--- config.mk ---
export PLATFORM = sky130hd
export DESIGN_NAME = usb_function_error_and_buffer_ctl
export DESIGN_NICKNAME = d
export VERILOG_FILES = /design/src/common/usb_fn_pkg.sv /design/src/core/usb_resp_decode.sv /design/src/core/usb_function_error_and_buffer_ctl.sv
export SDC_FILE = /design/constraint.sdc
export NUM_CORES = 1
export LEC_CHECK = 0
export ABC_CLOCK_PERIOD_IN_PS = 4370
export BUFFER_PORTS_ARGS = -buffer_cell sky130_fd_sc_hd__buf_4
export CAP_MARGIN = 40
export CELL_PAD_IN_SITES_DETAIL_PLACEMENT = 0
export CELL_PAD_IN_SITES_GLOBAL_PLACEMENT = 1
export CORE_ASPECT_RATIO = 1.5
export CORE_MARGIN = 3
export CORE_UTILIZATION = 35
export CTS_CLUSTER_SIZE = 25
export DETAILED_ROUTE_END_ITERATION = 7
export PLACE_DENSITY = 0.78
export SLEW_MARGIN = 15
export SYNTH_ARGS = -nofsm -noshare
export SYNTH_HDL_FRONTEND = slang
export SYNTH_HIERARCHICAL = 1
export SYNTH_SLANG_ARGS = --single-unit
--- constraint.sdc ---
create_clock -name pclk -period 4.37 [get_ports pclk]
set_clock_uncertainty 0.2 [all_clocks]
set_input_delay 0.6555 -clock pclk [delete_from_list [all_inputs] [get_ports pclk]]
set_output_delay 0.6555 -clock pclk [all_outputs]
set_load 0.02 [all_outputs]
--- src/common/usb_fn_pkg.sv ---
/*
 Shared constants and carrier types for the USB function error handling
 and input buffer control block.
 Assumes a 32-bit APB bus whose byte address is four times a register index.
*/
package usb_fn_pkg;

	// ---------------------------------------------------------------
	// Register map (indices; byte address is index times four)
	// ---------------------------------------------------------------
	localparam int ADDR_W = 18;
	localparam logic [15:0] IDX_IRQ_STATUS = 16'hff80;
	localparam logic [15:0] IDX_IRQ_MASK = 16'hff81;
	localparam logic [15:0] IDX_STALL_REQ = 16'hff82;
	localparam logic [15:0] IDX_EP_STATE = 16'hff83;
	localparam logic [15:0] IDX_ALT_CFG = 16'hff84;
	localparam logic [15:0] IDX_BUF_CTRL = 16'hff8b;
	localparam logic [ADDR_W-1:0] ADDR_IRQ_STATUS = {IDX_IRQ_STATUS, 2'b00};
	localparam logic [ADDR_W-1:0] ADDR_IRQ_MASK = {IDX_IRQ_MASK, 2'b00};
	localparam logic [ADDR_W-1:0] ADDR_STALL_REQ = {IDX_STALL_REQ, 2'b00};
	localparam logic [ADDR_W-1:0] ADDR_EP_STATE = {IDX_EP_STATE, 2'b00};
	localparam logic [ADDR_W-1:0] ADDR_ALT_CFG = {IDX_ALT_CFG, 2'b00};
	localparam logic [ADDR_W-1:0] ADDR_BUF_CTRL = {IDX_BUF_CTRL, 2'b00};

	// ---------------------------------------------------------------
	// Field positions and values after reset
	// ---------------------------------------------------------------
	localparam int BIT_FLOAT_GUARD_OFF = 0;
	localparam int BIT_BUFFER_ON = 1;
	localparam int BIT_CTRL_STALL_REQ = 0;
	localparam int ALT_VALID0_LSB = 0;
	localparam int ALT_VALID1_LSB = 4;
	localparam int BIT_ALT_SEL = 7;
	localparam logic [1:0] BUF_CTRL_RST = 2'h0;
	localparam logic [7:0] ALT_CFG_RST = 8'h77;
	localparam int NUM_EP = 3;
	localparam int NUM_IRQ = 5;
	localparam int IRQ_STALL = 0;
	localparam int IRQ_HALT = 1;
	localparam int IRQ_DISCARD = 2;
	localparam int IRQ_RETX = 3;
	localparam int IRQ_LINE = 4;
	// Endpoints that accept each token direction: 0 both, 1 OUT, 2 IN
	localparam logic [NUM_EP-1:0] EP_OUT_OK = 3'h3;
	localparam logic [NUM_EP-1:0] EP_IN_OK = 3'h5;
	localparam logic [NUM_EP-1:0] EP_SETUP_OK = 3'h1;

	// ---------------------------------------------------------------
	// Enumerations and carriers
	// ---------------------------------------------------------------
	typedef enum logic [1:0] {TOK_OUT = 2'h0, TOK_IN = 2'h1, TOK_SETUP = 2'h2} token_e;
	typedef enum logic [1:0] {ST_SETUP = 2'h0, ST_DATA = 2'h1, ST_STATUS = 2'h2,
		ST_BULK = 2'h3} stage_e;
	typedef enum logic [1:0] {HS_NONE = 2'h0, HS_ACK = 2'h1, HS_STALL = 2'h2} hs_e;
	typedef enum logic [1:0] {APB_IDLE = 2'b01, APB_ACCESS = 2'b10} apb_st_e;

	typedef struct packed {
		logic valid;
		token_e tok;
		stage_e stage;
		logic [1:0] ep;
		logic tok_crc_err;
		logic tok_stuff_err;
		logic data_timeout;
		logic data_pid_chk_err;
		logic data_non_data_pid;
		logic data_crc_err;
		logic data_stuff_err;
		logic data_pid_mismatch;
		logic overrun;
		logic over_maxpkt;
		logic hs_pid_chk_err;
		logic hs_not_ack;
		logic hs_timeout;
		logic stage_change;
	} usb_evt_s;

	typedef struct packed {
		logic valid;
		hs_e hs;
		logic discard;
		logic retransmit;
		logic [1:0] ep;
	} usb_resp_s;

	typedef struct packed {
		logic bus_reset;
		logic suspend;
		logic resume;
	} line_evt_s;

endpackage

--- src/core/usb_resp_decode.sv ---
/*
 Decides the handshake, discard and retransmit answer for one finished
 transaction, and which stall or halt flags it raises. Purely combinational.
 Assumes the protocol engine reports each transaction once, with all
 error classes already classified.
*/
`timescale 1ns/10ps
module usb_resp_decode
	import usb_fn_pkg::*;
(
	input usb_fn_pkg::usb_evt_s evt,
	input logic stall_req,
	input logic [usb_fn_pkg::NUM_EP-1:0] ep_halt,
	input logic [usb_fn_pkg::NUM_EP-1:0] ep_valid,
	output usb_fn_pkg::usb_resp_s resp,
	output logic set_stall,
	output logic [usb_fn_pkg::NUM_EP-1:0] set_halt
);

	logic [NUM_EP-1:0] dir_ok;
	logic ep_stalled;

	// ---------------------------------------------------------------
	// Endpoint checks
	// ---------------------------------------------------------------
	always_comb
	begin
		unique case (evt.tok)
			TOK_OUT: dir_ok = EP_OUT_OK;
			TOK_IN: dir_ok = EP_IN_OK;
			TOK_SETUP: dir_ok = EP_SETUP_OK;
			default: dir_ok = '0;
		endcase
	end

	// Control endpoint stalls on request; bulk endpoints stall when halted
	assign ep_stalled = (evt.stage == ST_BULK) ? ep_halt[evt.ep] :
		(stall_req && evt.ep == 2'h0 && evt.stage != ST_SETUP);

	// ---------------------------------------------------------------
	// Response priority: token, data timeout and PID, stall, data CRC and stuffing, overrun
	// ---------------------------------------------------------------
	always_comb
	begin
		resp = '0;
		resp.valid = evt.valid;
		resp.ep = evt.ep;
		set_stall = 1'b0;
		set_halt = '0;
		if (evt.ep == 2'h3 || !ep_valid[evt.ep] || !dir_ok[evt.ep]
			|| evt.tok_crc_err || evt.tok_stuff_err)
		begin
			resp.hs = HS_NONE;
		end
		else if (evt.tok == TOK_IN)
		begin
			if (evt.hs_pid_chk_err || evt.hs_not_ack || evt.hs_timeout)
			begin
				resp.retransmit = 1'b1;
			end
			else if (ep_stalled)
			begin
				resp.hs = HS_STALL;
			end
		end
		else if (evt.data_timeout || evt.data_pid_chk_err || evt.data_non_data_pid)
		begin
			resp.hs = HS_NONE;
		end
		else if (evt.tok == TOK_OUT && evt.stage_change)
		begin
			resp.hs = HS_ACK;
		end
		else if (evt.tok == TOK_OUT && ep_stalled)
		begin
			resp.hs = HS_STALL;
			resp.discard = 1'b1;
		end
		else if (evt.data_crc_err || evt.data_stuff_err)
		begin
			resp.hs = HS_NONE;
			resp.discard = 1'b1;
		end
		else if (evt.tok == TOK_OUT && evt.data_pid_mismatch)
		begin
			resp.hs = HS_ACK;
			resp.discard = 1'b1;
		end
		else if (evt.overrun)
		begin
			resp.discard = 1'b1;
			if (evt.tok == TOK_OUT)
			begin
				unique case (evt.stage)
					ST_DATA: set_stall = 1'b1;
					ST_STATUS:
					begin
						resp.hs = evt.over_maxpkt ? HS_NONE : HS_ACK;
						set_stall = evt.over_maxpkt;
					end
					ST_BULK: set_halt[evt.ep] = 1'b1;
					default: resp.hs = HS_NONE;
				endcase
			end
		end
		else
		begin
			resp.hs = HS_ACK;
		end
		if (!evt.valid)
		begin
			set_stall = 1'b0;
			set_halt = '0;
		end
	end

endmodule

--- src/core/usb_function_error_and_buffer_ctl.sv ---
/*
 USB function error handling and input buffer control: APB register file,
 handshake decisions per transaction, stall and halt flags, line event
 filtering with floating protection, and a level interrupt.
 Assumes all inputs are synchronous to pclk and that the protocol engine
 pulses evt.valid once per finished transaction.
 Every register is one byte in lane 0 of the APB data; the byte address
 is four times the register index. Read data is captured in the setup
 cycle, so each access completes with no wait state.
*/
`timescale 1ns/10ps
module usb_function_error_and_buffer_ctl
	import usb_fn_pkg::*;
(
	input logic pclk,
	input logic presetn,
	input logic psel,
	input logic penable,
	input logic pwrite,
	input logic [usb_fn_pkg::ADDR_W-1:0] paddr,
	input logic [31:0] pwdata,
	input logic [3:0] pstrb,
	output logic [31:0] prdata,
	output logic pready,
	output logic pslverr,
	input usb_fn_pkg::usb_evt_s evt,
	input usb_fn_pkg::line_evt_s line_raw,
	input logic vbus,
	output usb_fn_pkg::usb_resp_s resp,
	output usb_fn_pkg::line_evt_s line_evt,
	output logic buffer_on,
	output logic float_guard_on,
	output logic irq
);

	// ---------------------------------------------------------------
	// State
	// ---------------------------------------------------------------
	// All flops of the block live in one record, so reset and update
	// cannot miss a field; the output copies sit at the end
	typedef struct packed {
		apb_st_e apb_st;
		logic pready;
		logic pslverr;
		logic [7:0] prdata;
		logic [1:0] buf_ctrl;
		logic stall_req;
		logic [NUM_EP-1:0] ep_halt;
		logic [7:0] alt_cfg;
		logic [NUM_IRQ-1:0] irq_status;
		logic [NUM_IRQ-1:0] irq_mask;
		logic irq;
		usb_resp_s resp;
		line_evt_s line_evt;
		logic buffer_on;
		logic float_guard_on;
	} state_s;

	state_s state_reg;
	state_s state_next;

	// Combinational helpers between the decoders and the next-state logic
	usb_resp_s dec_resp;
	logic dec_set_stall;
	logic [NUM_EP-1:0] dec_set_halt;
	logic [NUM_EP-1:0] ep_valid;
	logic line_pass;
	line_evt_s line_gated;
	logic addr_hit;
	logic [7:0] rd_byte;
	logic wr_take;
	logic [7:0] wbyte;
	logic [NUM_IRQ-1:0] irq_events;

	// ---------------------------------------------------------------
	// Transaction response decision
	// ---------------------------------------------------------------
	// Endpoint set depends on the alternate setting now selected
	// Bit 7 picks which of the two three-bit fields is in force
	assign ep_valid = state_reg.alt_cfg[BIT_ALT_SEL] ?
		state_reg.alt_cfg[ALT_VALID1_LSB +: NUM_EP] :
		state_reg.alt_cfg[ALT_VALID0_LSB +: NUM_EP];

	// The decision is purely combinational; the answer is registered in
	// the next-state logic, so the protocol engine sees it one edge later
	usb_resp_decode u_decode (
		.evt(evt),
		.stall_req(state_reg.stall_req),
		.ep_halt(state_reg.ep_halt),
		.ep_valid(ep_valid),
		.resp(dec_resp),
		.set_stall(dec_set_stall),
		.set_halt(dec_set_halt)
	);

	// ---------------------------------------------------------------
	// Line event filter
	// ---------------------------------------------------------------
	// A floating cable gives random line states; with the guard on, only
	// a present VBUS lets reset, suspend and resume through. With the guard
	// off the events pass whenever the buffer is on, and software must judge them from VBUS itself.
	// Gating sits before the output flop, so line_evt lags one cycle.
	assign line_pass = state_reg.buf_ctrl[BIT_BUFFER_ON]
		&& (state_reg.buf_ctrl[BIT_FLOAT_GUARD_OFF] || vbus);
	assign line_gated = line_pass ? line_raw : '0;

	// ---------------------------------------------------------------
	// Register read mux and address decode
	// ---------------------------------------------------------------
	// Any address outside the map clears addr_hit, which turns the access
	// into an error with zero read data and no write
	always_comb
	begin
		addr_hit = 1'b1;
		rd_byte = 8'h00;
		unique case (paddr)
			ADDR_BUF_CTRL: rd_byte = {6'h00, state_reg.buf_ctrl};
			ADDR_IRQ_STATUS: rd_byte = {3'h0, state_reg.irq_status};
			ADDR_IRQ_MASK: rd_byte = {3'h0, state_reg.irq_mask};
			ADDR_STALL_REQ: rd_byte = {7'h00, state_reg.stall_req};
			ADDR_EP_STATE: rd_byte = {5'h00, state_reg.ep_halt};
			ADDR_ALT_CFG: rd_byte = state_reg.alt_cfg;
			default: addr_hit = 1'b0;
		endcase
	end

	// ---------------------------------------------------------------
	// Write qualification
	// ---------------------------------------------------------------
	// Write lands only at the completing access edge and only on lane 0;
	// upper lanes are not part of the byte-wide registers
	assign wr_take = psel && penable && state_reg.pready && pwrite && pstrb[0]
		&& !state_reg.pslverr;
	assign wbyte = pwdata[7:0];

	// ---------------------------------------------------------------
	// Interrupt events
	// ---------------------------------------------------------------
	// Events that raise sticky interrupt status; a line event keeps setting
	// its bit for as long as the gated level stays high
	assign irq_events[IRQ_STALL] = dec_set_stall;
	assign irq_events[IRQ_HALT] = |dec_set_halt;
	assign irq_events[IRQ_DISCARD] = dec_resp.valid && dec_resp.discard;
	assign irq_events[IRQ_RETX] = dec_resp.valid && dec_resp.retransmit;
	assign irq_events[IRQ_LINE] = |line_gated;

	// ---------------------------------------------------------------
	// Next state
	// ---------------------------------------------------------------
	always_comb
	begin
		// Hold everything by default; the one-cycle strobes fall back to zero
		state_next = state_reg;
		state_next.pready = 1'b0;
		state_next.resp.valid = 1'b0;

		// APB slave: one access cycle, answer prepared in setup. A setup that
		// follows a completion at once is seen because the access state
		// always returns to idle after one cycle
		unique case (state_reg.apb_st)
			APB_IDLE:
			begin
				if (psel && !penable)
				begin
					state_next.apb_st = APB_ACCESS;
					state_next.pready = 1'b1;
					state_next.pslverr = !addr_hit;
					state_next.prdata = addr_hit ? rd_byte : 8'h00;
				end
			end
			APB_ACCESS:
			begin
				state_next.apb_st = APB_IDLE;
				state_next.pslverr = 1'b0;
				state_next.prdata = 8'h00;
			end
			default:
			begin
				state_next.apb_st = APB_IDLE;
			end
		endcase

		// Software writes first, so a hardware set below wins
		if (wr_take)
		begin
			unique case (paddr)
				ADDR_BUF_CTRL:
				begin
					state_next.buf_ctrl = wbyte[1:0];
				end
				ADDR_IRQ_STATUS:
				begin
					state_next.irq_status = state_reg.irq_status & ~wbyte[NUM_IRQ-1:0];
				end
				ADDR_IRQ_MASK:
				begin
					state_next.irq_mask = wbyte[NUM_IRQ-1:0];
				end
				ADDR_STALL_REQ:
				begin
					state_next.stall_req = wbyte[BIT_CTRL_STALL_REQ];
				end
				ADDR_EP_STATE:
				begin
					state_next.ep_halt = wbyte[NUM_EP-1:0];
				end
				ADDR_ALT_CFG:
				begin
					state_next.alt_cfg = wbyte;
				end
				default:
				begin
					// Unmapped: refused by pslverr, so nothing changes
					state_next.alt_cfg = state_reg.alt_cfg;
				end
			endcase
		end

		// Hardware sets from the transaction decision. They are applied on
		// top of the software write, so a clear in the same cycle loses
		if (dec_set_stall)
		begin
			state_next.stall_req = 1'b1;
		end
		state_next.ep_halt = state_next.ep_halt | dec_set_halt;
		state_next.irq_status = state_next.irq_status | irq_events;

		// Registered answer to the protocol engine
		if (evt.valid)
		begin
			state_next.resp = dec_resp;
		end

		// Registered outputs, taken from the next values so that the pins
		// change on the same edge as the register bits behind them
		state_next.line_evt = line_gated;
		state_next.buffer_on = state_next.buf_ctrl[BIT_BUFFER_ON];
		state_next.float_guard_on = !state_next.buf_ctrl[BIT_FLOAT_GUARD_OFF];
		state_next.irq = |(state_next.irq_status & state_next.irq_mask);
	end

	// ---------------------------------------------------------------
	// State register
	// ---------------------------------------------------------------
	// Asynchronous reset to the package values; only constants are used here
	always_ff @(posedge pclk or negedge presetn)
	begin
		if (!presetn)
		begin
			state_reg.apb_st <= APB_IDLE;
			state_reg.pready <= 1'b0;
			state_reg.pslverr <= 1'b0;
			state_reg.prdata <= 8'h00;
			state_reg.buf_ctrl <= BUF_CTRL_RST;
			state_reg.stall_req <= 1'b0;
			state_reg.ep_halt <= '0;
			state_reg.alt_cfg <= ALT_CFG_RST;
			state_reg.irq_status <= '0;
			state_reg.irq_mask <= '0;
			state_reg.irq <= 1'b0;
			state_reg.resp <= '0;
			state_reg.line_evt <= '0;
			// Pins start from the reset byte, so the guard is on until written
			state_reg.buffer_on <= BUF_CTRL_RST[BIT_BUFFER_ON];
			state_reg.float_guard_on <= !BUF_CTRL_RST[BIT_FLOAT_GUARD_OFF];
		end
		else
		begin
			state_reg <= state_next;
		end
	end

	// ---------------------------------------------------------------
	// Outputs, all straight from the state register
	// ---------------------------------------------------------------
	// Upper read lanes are tied to zero: every register is one byte
	assign prdata = {24'h000000, state_reg.prdata};
	assign pready = state_reg.pready;
	assign pslverr = state_reg.pslverr;
	assign resp = state_reg.resp;
	assign line_evt = state_reg.line_evt;
	assign buffer_on = state_reg.buffer_on;
	assign float_guard_on = state_reg.float_guard_on;
	assign irq = state_reg.irq;

endmodule

==> results of run 1 <==
## synth_stat cells, types with 2 or more instances
cell type | count | area, sq um
nand4_1 | 5 | 31.3
nor2b_1 | 2 | 12.5
ha_1 | 4 | 50.1
nor4_1 | 3 | 18.8
nor2_1 | 12 | 45.0
a21oi_1 | 5 | 25.0
a22o_1 | 2 | 17.5
dfstp_2 | 8 | 210
a21boi_0 | 2 | 15.0
conb_1 | 2 | 7.51
buf_2 | 2 | 10.0
nand2b_1 | 9 | 56.3
mux2i_1 | 11 | 110
nor3_1 | 7 | 35.0
o21a_1 | 2 | 15.0
a21o_1 | 3 | 22.5
o21ai_0 | 14 | 70.1
a22oi_1 | 3 | 22.5
nor4_2 | 2 | 25.0
clkbuf_1 | 5 | 18.8
inv_1 | 10 | 37.5
or4_4 | 2 | 22.5
a32o_1 | 5 | 50.1
a31oi_1 | 2 | 12.5
nand3_1 | 6 | 30.0
buf_4 | 46 | 345
dfrtp_1 | 40 | 1000
mux2_2 | 20 | 225
nand2_1 | 17 | 63.8
and2_1 | 8 | 50.1
## cell families (layout without fill, tap and decap cells)
group           count (synthesis)  after routing  synth area share
compound gates                 44             44             0.104
fa+ha+maj                       4              4            0.0170
buf+inv                        65             97             0.145
flops                          48             48             0.411
mux                            33             33             0.126
other cells                     2             25           0.00255
simple gates                   90             90             0.194
## final timing paths
| path | start | slack (ns) | end | cells past startpoint |
|---|---|---|---|---|
| max | paddr[1] | 1.30 | irq | 7 |
| min reg2reg | prdata[4] | 0.29 | prdata[4] | 2 |
| min in group pclk | prdata[4] | 0.29 | prdata[4] | 2 |
| max in group asynchronous | presetn | 3.38 | state_reg[31] | 1 |
| min | presetn | 0.17 | state_reg[48] | 1 |
| max reg2reg | pslverr | 1.67 | irq | 6 |
## routing by layer
layer	wire, microns	up-vias
li1	-	1056
met1	2420	1012
met2	3530	85
met3	395	15
met4	147	0
met5	0	-
## cell type report
class,instances,share of cell area
well taps,105,0.0370
flip-flops and latches,48,0.341
clock buffers,7,0.0430
multi-input cells,196,0.393
repair buffers,79,0.167
inverters,10,0.0106
clock inverters,1,0.00845
## per-stage QoR
stage	cell area (sq um)	setup WS (ns)	instances	utilization	power, mW
after floorplan	3030	1.41	309	-	0.547
after global placement	3370	1.03	438	0.416	0.591
after detailed placement	3370	1.04	438	0.416	0.593
after CTS	3550	1.32	446	0.438	1.05
after global routing	3550	1.21	446	0.438	1.08
final	3550	1.30	446	0.438	1.03
## placed cells by master (no fill, tap or decap), types with 4 or more instances in the layout
master      n
nand4_1     5
nand3_1     6
nor2_1     12
mux2i_1    11
dfstp_2     8
ha_1        4
conb_1     25
clkbuf_16   5
inv_1      10
a21oi_1     5
a32o_1      5
mux2_2     20
nand2_1    17
o21ai_0    14
nand2b_1    9
buf_4      79
and2_1      8
nor3_1      7
dfrtp_1    40
## worst register-to-register path, cell delays in order (launching register included)
cell and delay (ns):
dfrtp_1 0.39, nand2b_1 0.17, nor4_1 0.57, nand3_1 0.31, a211o_1 0.35, a32o_1 0.25
a2111o_1 0.34
## where the power goes
group          internal, mW  switching, mW
logic                0.0547         0.0754
clock network         0.301          0.149
registers             0.451        0.00319
total                 0.807          0.228
==> impl_metrics.yaml, run 1 <==
global_routing:
  grt_pass1_vias: 2164
  gr-usage-met1: 0.161
  top_usage_layer: "met2"
  grt_max_degree: 49
  antenna_found_initial: 0
  grt.met2_usage: 0.247
  met3_usage: 0.0259
  gr-total-overflow: 0
  grt_pass1_wl_mm: 10.4
  grt_use_total: 0.139
critical_path:
  slowest_stage: "or4_4"
  worstPathArrival_ns: 3.03
  cp_max_fo: 9
  cp-end-kind: "flip-flop"
  criticalPathCategory: "input pin to flip-flop"
  required_ns: 4.33
  crit_path_start_kind: "input pin"
  path_delay_family: "simple AND/OR/NAND/NOR gates"
  cpPeakStageDelay_ns: 0.55
  crit_buf_inv: 1
  cp_cell_sequence: "buf_4 > or4_4 > nor4_4 > nand3_1 > a211o_1 > a32o_1 > a2111o_1"
synthesis:
  netlist_area_sq_um: 2950
  ys_types: 57
  synth_cells: 286
  async_flop_share: 1.00
  synth_flop_cell: "dfrtp_1"
  synth-seq-area-share: 0.411
  synth_enable_flop_cells: 0
  ys_ff_latch: 48
  syn_area_per_cell_sq_um: 10.3
  ys.warnings.count: 6
routing:
  avgViaCountPerCell: 4.86
  drt_wl_total_mm: 6.49
  wl_per_cell_microns: 14.6
  first_pass_iters: 4
  drcViolationCount: 0
  antenna_left: 0
  dr.first_iter.drc_count: 65
  vias: 2168
sta:
  setup_viol: 0
  layout_min_cycle_time_ns: 3.07
  timing.fmax_mhz: 326
  slew_viol_final: 0
  finalHoldViolations: 0
  rsz0062_at_grt: "no"
  relSlewSlack: 0.549
  fin_setup_tns_ns: 0
  whs_ns: 0.175
  tightest_slew_ns: 0.671
  period_share: 0.703
layout:
  multiInputGateArea_sq_um: 1400
  seqCellArea_sq_um: 1210
  largest_register_ffs: 26
  fillers: 798
  diodes: 0
  fin_nets: 428
  syn_to_final_growth_pct: 20.5
  drive_gt1_frac: 0.381
clock_network:
  clk_path_buf_depth: 2
  post_cts_resize_count: 0
  clkLatencyLatePin_ns: 0.28
  cts_tree: "yes"
  root_buffer: "clkbuf_16"
  post_cts_buffers: 0
  cts_hold_buffers: 0
  htreeDepth: 2
  path_clk_slew_ns: 0.06
  cts_sinks: 48
  cts_inserted_buffers: 5
run:
  cap_violations: 0
place:
  port_buffers: 79
  dp_hpwl_mm: 5.30
  place.gp.congestion: 0.790
floorplanning:
  dieArea_sq_um: 9580
  num_io_pins: 131
  die_h_microns: 118
  die_x_microns: 80.9
  initial_core_util: 0.364
  core-area_sq_um: 8110
  rows: 40
power_and_ir_drop:
  ir_worst_vdd_mv: 0.190
  powerDensity_nw_per_um2: 291
  p_leak_nw: 1.72
min_path:
  hp-class: "input pin to asynchronous set/reset pin"
status:
  status: "finished, final reports clean"
No activity file was read; power rests on OpenSTA's default activity.
==> inputs of run 2 (changes only) <==
- ABC_AREA: unset -> 1
- ABC_CLOCK_PERIOD_IN_PS: 4370 -> 2700
- CORE_UTILIZATION: 35 -> 31
- PLACE_DENSITY: 0.78 -> 0.74
- clock period: 4.37 -> 2.7 ns (I/O delays scaled with it)
==> run 2 against run 1 <==
  * Power grew 54%
  * Cell count grew 39%
  * Core utilization shrank 5.4 points
  * Highest routed layer unchanged
==> impl_metrics.yaml, run 2 <==
status:
  status: "finished, final reports clean"
floorplanning:
  dieArea_sq_um: 12000
  num_io_pins: 131
  die_x_microns: 90.4
  core-area_sq_um: 10300
  rows: 45
  initial_core_util: 0.322
  die_h_microns: 133
synthesis:
  netlist_area_sq_um: 3320
  synth-seq-area-share: 0.365
  synth.most_common_cell: "nand2_1"
  synth.top_cells.by_area: "dfrtp_1, nand2_1, buf_4"
  ys_top_cells_by_count: "nand2_1, buf_4, inv_1"
  ys_ff_latch: 48
  synth_top_area_frac: 0.302
  synth_enable_flop_cells: 0
  synth_cells: 417
  ys_types: 39
  ys.warnings.count: 6
  synth_flop_cell: "dfrtp_1"
  async_flop_share: 1.00
  syn_area_per_cell_sq_um: 7.95
  synth_top_area_cell: "dfrtp_1"
run:
  cap_violations: 0
routing:
  vias: 2723
  antenna_left: 0
  dr.first_iter.drc_count: 95
  drt_wl_total_mm: 7.90
  drcViolationCount: 0
  wl_per_cell_microns: 12.8
  avgViaCountPerCell: 4.40
  first_pass_iters: 4
sta:
  tightest_slew_ns: 0.628
  setup_viol: 0
  relSlewSlack: 0.581
  rsz0062_at_grt: "no"
  layout_min_cycle_time_ns: 2.17
  whs_ns: 0.139
  timing.fmax_mhz: 461
  slew_viol_final: 0
  fin_setup_tns_ns: 0
  period_share: 0.803
  finalHoldViolations: 0
clock_network:
  post_cts_resize_count: 0
  cts_tree: "yes"
  clk_path_buf_depth: 2
  post_cts_buffers: 0
  cts_hold_buffers: 1
  cts_inserted_buffers: 5
  path_clk_slew_ns: 0.07
  htreeDepth: 2
  root_buffer: "clkbuf_16"
  cts_sinks: 48
  clkLatencyLatePin_ns: 0.29
critical_path:
  cp_max_fo: 6
  slowest_stage: "dfrtp_1"
  crit_top_cell: "nand2_1"
  worstPathArrival_ns: 2.14
  cpPeakStageDelay_ns: 0.43
  crit_path_start_kind: "flip-flop"
  required_ns: 2.68
  cp_cell_sequence: "mux2_2 > nand3_1 > nand3_1 > nand2_1 > inv_2 > nand2_1 > nor2_1 > nor3_1 > nand2_1 > nand2_1 > nand2_1 > inv_1 > nand2_1"
  criticalPathCategory: "flip-flop to flip-flop"
  cp-end-kind: "flip-flop"
power_and_ir_drop:
  combPwrFrac: 0.138
  ir_worst_vdd_mv: 0.259
  switching_share: 0.259
  p_leak_nw: 2.16
  power_frac_clock: 0.402
  powerDensity_nw_per_um2: 404
  internal_power_mw: 1.18
  p_sw_mw: 0.413
  seqPwrFrac: 0.460
place:
  port_buffers: 79
  place.gp.congestion: 0.838
  dp_hpwl_mm: 6.52
layout:
  seqCellArea_sq_um: 1210
  multiInputGateArea_sq_um: 1600
  layout_commonest_cell: "nand2_1"
  fillers: 1127
  diodes: 0
  drive_gt1_frac: 0.310
  largest_register_ffs: 26
  final_cell_mix: "nand2_1, buf_4, inv_1"
  syn_to_final_growth_pct: 19.3
  fin_nets: 565
global_routing:
  grt_max_degree: 49
  grt_pass1_vias: 2727
  gr-total-overflow: 0
  grt_use_total: 0.135
  grt_pass1_wl_mm: 13.1
  antenna_found_initial: 0
min_path:
  hp-class: "input pin to flip-flop"
==> run 2: path summary, 6_finish.rpt <==
| check | startpoint | endpoint | slack [ns] | cells after the start |
|---|---|---|---|---|
| min in group asynchronous | presetn | state_reg[35] | 0.47 | 2 |
| min reg2reg | state_reg[27] | state_reg[27] | 0.28 | 2 |
| max in group asynchronous | presetn | pslverr | 1.39 | 2 |
| max reg2reg | state_reg[30] | irq | 0.53 | 13 |
| max | state_reg[30] | irq | 0.53 | 13 |
| min | line_raw[1] | line_evt[1] | 0.14 | 3 |
==> run 2: worst max-delay path, delay by kind of cell (launching register included) <==
family | cells | cell delay [ns]
and+or+nand+nor | 10 | 0.97
DFF | 1 | 0.43
muxes | 1 | 0.36
buffers and inverters | 2 | 0.10
==> run 2: layout make-up <==
cell class	instances	share of cell area
Clock buffer	6	0.0351
Clock inverter	2	0.00380
Inverter	53	0.0544
Multi-Input combinational cell	289	0.404
Sequential cell	48	0.306
Tap cell	141	0.0446
Timing Repair Buffer	80	0.152
==> run 2: routing by layer <==
layer / routed length, microns / track usage / vias up
li1: - / - / 1377
met1: 2910 / 0.144 / 1255
met2: 4430 / 0.260 / 80
met3: 379 / 0.0216 / 11
met4: 182 / 0.0554 / 0
met5: 0 / 0 / -
==> run 2: cell families after synthesis <==
kind of cell / count (synthesis) / synth area share
AND/OR/NAND/NOR: 218 / 0.342
adder cells (fa/ha/maj): 4 / 0.0151
buffers and inverters: 103 / 0.179
multiplexers: 11 / 0.0408
AO/OA/AOI/OAI: 31 / 0.0555
flip-flops: 48 / 0.365
other: 2 / 0.00226
==> run 2: power by group through the flow <==
stage                     combinational (mW)  sequential (mW)  clock [mW]
final                                  0.221            0.734       0.641
after global routing                   0.245            0.735       0.697
after CTS                              0.224            0.734       0.667
after detailed placement               0.223            0.748           0
after global placement                 0.219            0.747           0
after floorplan                        0.141            0.750           0
==> run 2: metrics by stage <==
step	instance area, sq um	utilization	worst slack [ns]	total power [mW]	instances
4_1_cts	3960	0.384	0.523	1.63	619
2_1_floorplan	3400	-	0.797	0.891	440
6_report	3960	0.384	0.532	1.60	619
3_3_place_gp	3790	0.368	0.491	0.966	610
3_5_place_dp	3790	0.368	0.497	0.971	610
5_1_grt	3960	0.384	0.324	1.68	619
==> inputs of run 3 (changes only) <==
- ABC_CLOCK_PERIOD_IN_PS: 2700 -> 2000
- CORE_UTILIZATION: 31 -> 35
- PLACE_DENSITY: 0.74 -> 0.79
- clock period: 2.7 -> 2 ns (I/O delays scaled with it)
==> run 3 against run 2 <==
  * Clock-buffer cell count rose by 1
  * Global-route usage increased by 1.7 points
  * Hold slack worse by 0.10 ns
  * Sequential share of layout area decreased by 1.4 points
  * Design area grew 4.9%
  * Critical path depth unchanged
  * Power increased by 33%
  * Largest cell class unchanged
  * Highest routed layer unchanged
==> impl_metrics.yaml, run 3 (synthesis results as in run 2) <==
status:
  status: "finished, final reports clean"
power_and_ir_drop:
  combPwrFrac: 0.146
  power_frac_clock: 0.388
  fin_total_pwr_mw: 2.13
  p_leak_nw: 2.30
  ir_worst_vdd_mv: 0.298
  powerDensity_nw_per_um2: 513
  switching_share: 0.260
  seqPwrFrac: 0.465
  internal_power_mw: 1.58
  p_sw_mw: 0.553
min_path:
  min_to: "state_reg[28]"
  hp-class: "input pin to flip-flop"
  holdPathStages: 2
  hp-start: "pwdata[5]"
routing:
  dr.first_iter.drc_count: 106
  vias: 2790
  antenna_left: 0
  avgViaCountPerCell: 4.57
  drt_wl_total_mm: 7.97
  first_pass_iters: 4
  drcViolationCount: 0
  wl_per_cell_microns: 13.0
sta:
  rsz0062_at_grt: "yes"
  whs_ns: 0.0368
  layout_min_cycle_time_ns: 1.98
  fin_ws_ns: 0.0231
  fin_setup_tns_ns: 0
  setup_viol: 0
  relSlewSlack: 0.593
  finalHoldViolations: 0
  timing.fmax_mhz: 506
  period_share: 0.988
  slew_viol_final: 0
  tightest_slew_ns: 0.610
layout:
  fillers: 958
  final_cell_mix: "nand2_1, buf_4, inv_1"
  instances_no_fill: 611
  syn_to_final_growth_pct: 25.2
  diodes: 0
  layout_commonest_cell: "nand2_1"
  drive_gt1_frac: 0.367
  largest_register_ffs: 26
  fin_nets: 588
critical_path:
  crit_path_start_kind: "flip-flop"
  reg2reg_from: "state_reg[30]"
  cp_max_fo: 4
  cp-end-kind: "flip-flop"
  rrSetupSlack_ns: 0.02
  criticalPathCategory: "flip-flop to flip-flop"
  reg2reg_to: "irq"
  r2r_cells: 13
  worstPathArrival_ns: 1.96
  required_ns: 1.98
place:
  place_ws_ns: -0.140
  port_buffers: 79
  place.gp.congestion: 0.923
  dpl.cell_count: 599
  dp_hpwl_mm: 6.48
floorplanning:
  die_x_microns: 85.5
  dieArea_sq_um: 10700
  core-area_sq_um: 9040
  num_io_pins: 131
  initial_core_util: 0.367
  die_h_microns: 125
  rows: 42
global_routing:
  grt_max_degree: 49
  grt_pass1_wl_mm: 13.1
  grt_pass1_vias: 2775
  gr-total-overflow: 0
  grt_use_total: 0.152
  antenna_found_initial: 0
clock_network:
  cts_sinks: 48
  root_buffer: "clkbuf_16"
  path_clk_slew_ns: 0.06
  cts_inserted_buffers: 5
  htreeDepth: 2
  cts_tree: "yes"
  clkLatencyLatePin_ns: 0.29
  clk_path_buf_depth: 2
run:
  cap_violations: 0
[run 3: layout make-up]
cell class	instances	area (sq um)	share of cell area
multi-input cells	289	1660	0.400
flip-flops and latches	48	1210	0.292
repair buffers	103	783	0.189
inverters	53	215	0.0518
well taps	110	138	0.0332
clock buffers	7	133	0.0319
clock inverters	1	8.76	0.00211
[run 3: how the worst max path moves through the flow]
stage           to  depth (start not counted)          start
6_report       irq                         13  state_reg[30]
5_1_grt        irq                         13  state_reg[30]
4_1_cts        irq                         13  state_reg[30]
3_5_place_dp   irq                         13  state_reg[30]
3_3_place_gp   irq                         13        evt[14]
2_1_floorplan  irq                         13  state_reg[30]
[run 3: per-layer routing]
metal	up-vias	part of all wire	GRT usage
met1	1284	0.37	0.165
li1	1419	-	-
met5	-	0	0
met4	0	0.021	0.0578
met3	12	0.050	0.0224
met2	75	0.56	0.289
[run 3: stage by stage]
stage                     utilization  cell area (sq um)
final                           0.459               4150
after global routing            0.459               4150
after CTS                       0.453               4100
after detailed placement        0.432               3900
after global placement          0.432               3900
after floorplan                     -               3400
[run 3: power groups by stage]
stage                     Combinational (mW)  Sequential [mW]  Clock [mW]
final                                  0.311            0.991       0.827
after global routing                   0.344            0.992       0.883
after CTS                              0.313            0.991       0.846
after detailed placement               0.309             1.01           0
after global placement                 0.305             1.01           0
after floorplan                        0.191             1.01           0
[run 3: critical path: stages (launching register included)]
cell and delay, ns:
dfrtp_2 0.45, mux2_4 0.32, nand3_2 0.06, nand3_2 0.11
nand2_2 0.10, inv_2 0.05, nand2_4 0.07, nor2_2 0.05
nor3_2 0.18, nand2_1 0.09, nand2_1 0.06, nand2_1 0.05
inv_1 0.04, nand2_1 0.04
[run 3: what timing repair did]
item / CTS / global route
gates resized for setup: 13 / 9
pin swaps: 6 / 9
buffers inserted: 0 / 4
hold buffers: 1 / 0
hold endpoints to repair: 40 / 0
setup endpoints to repair: 1 / 2
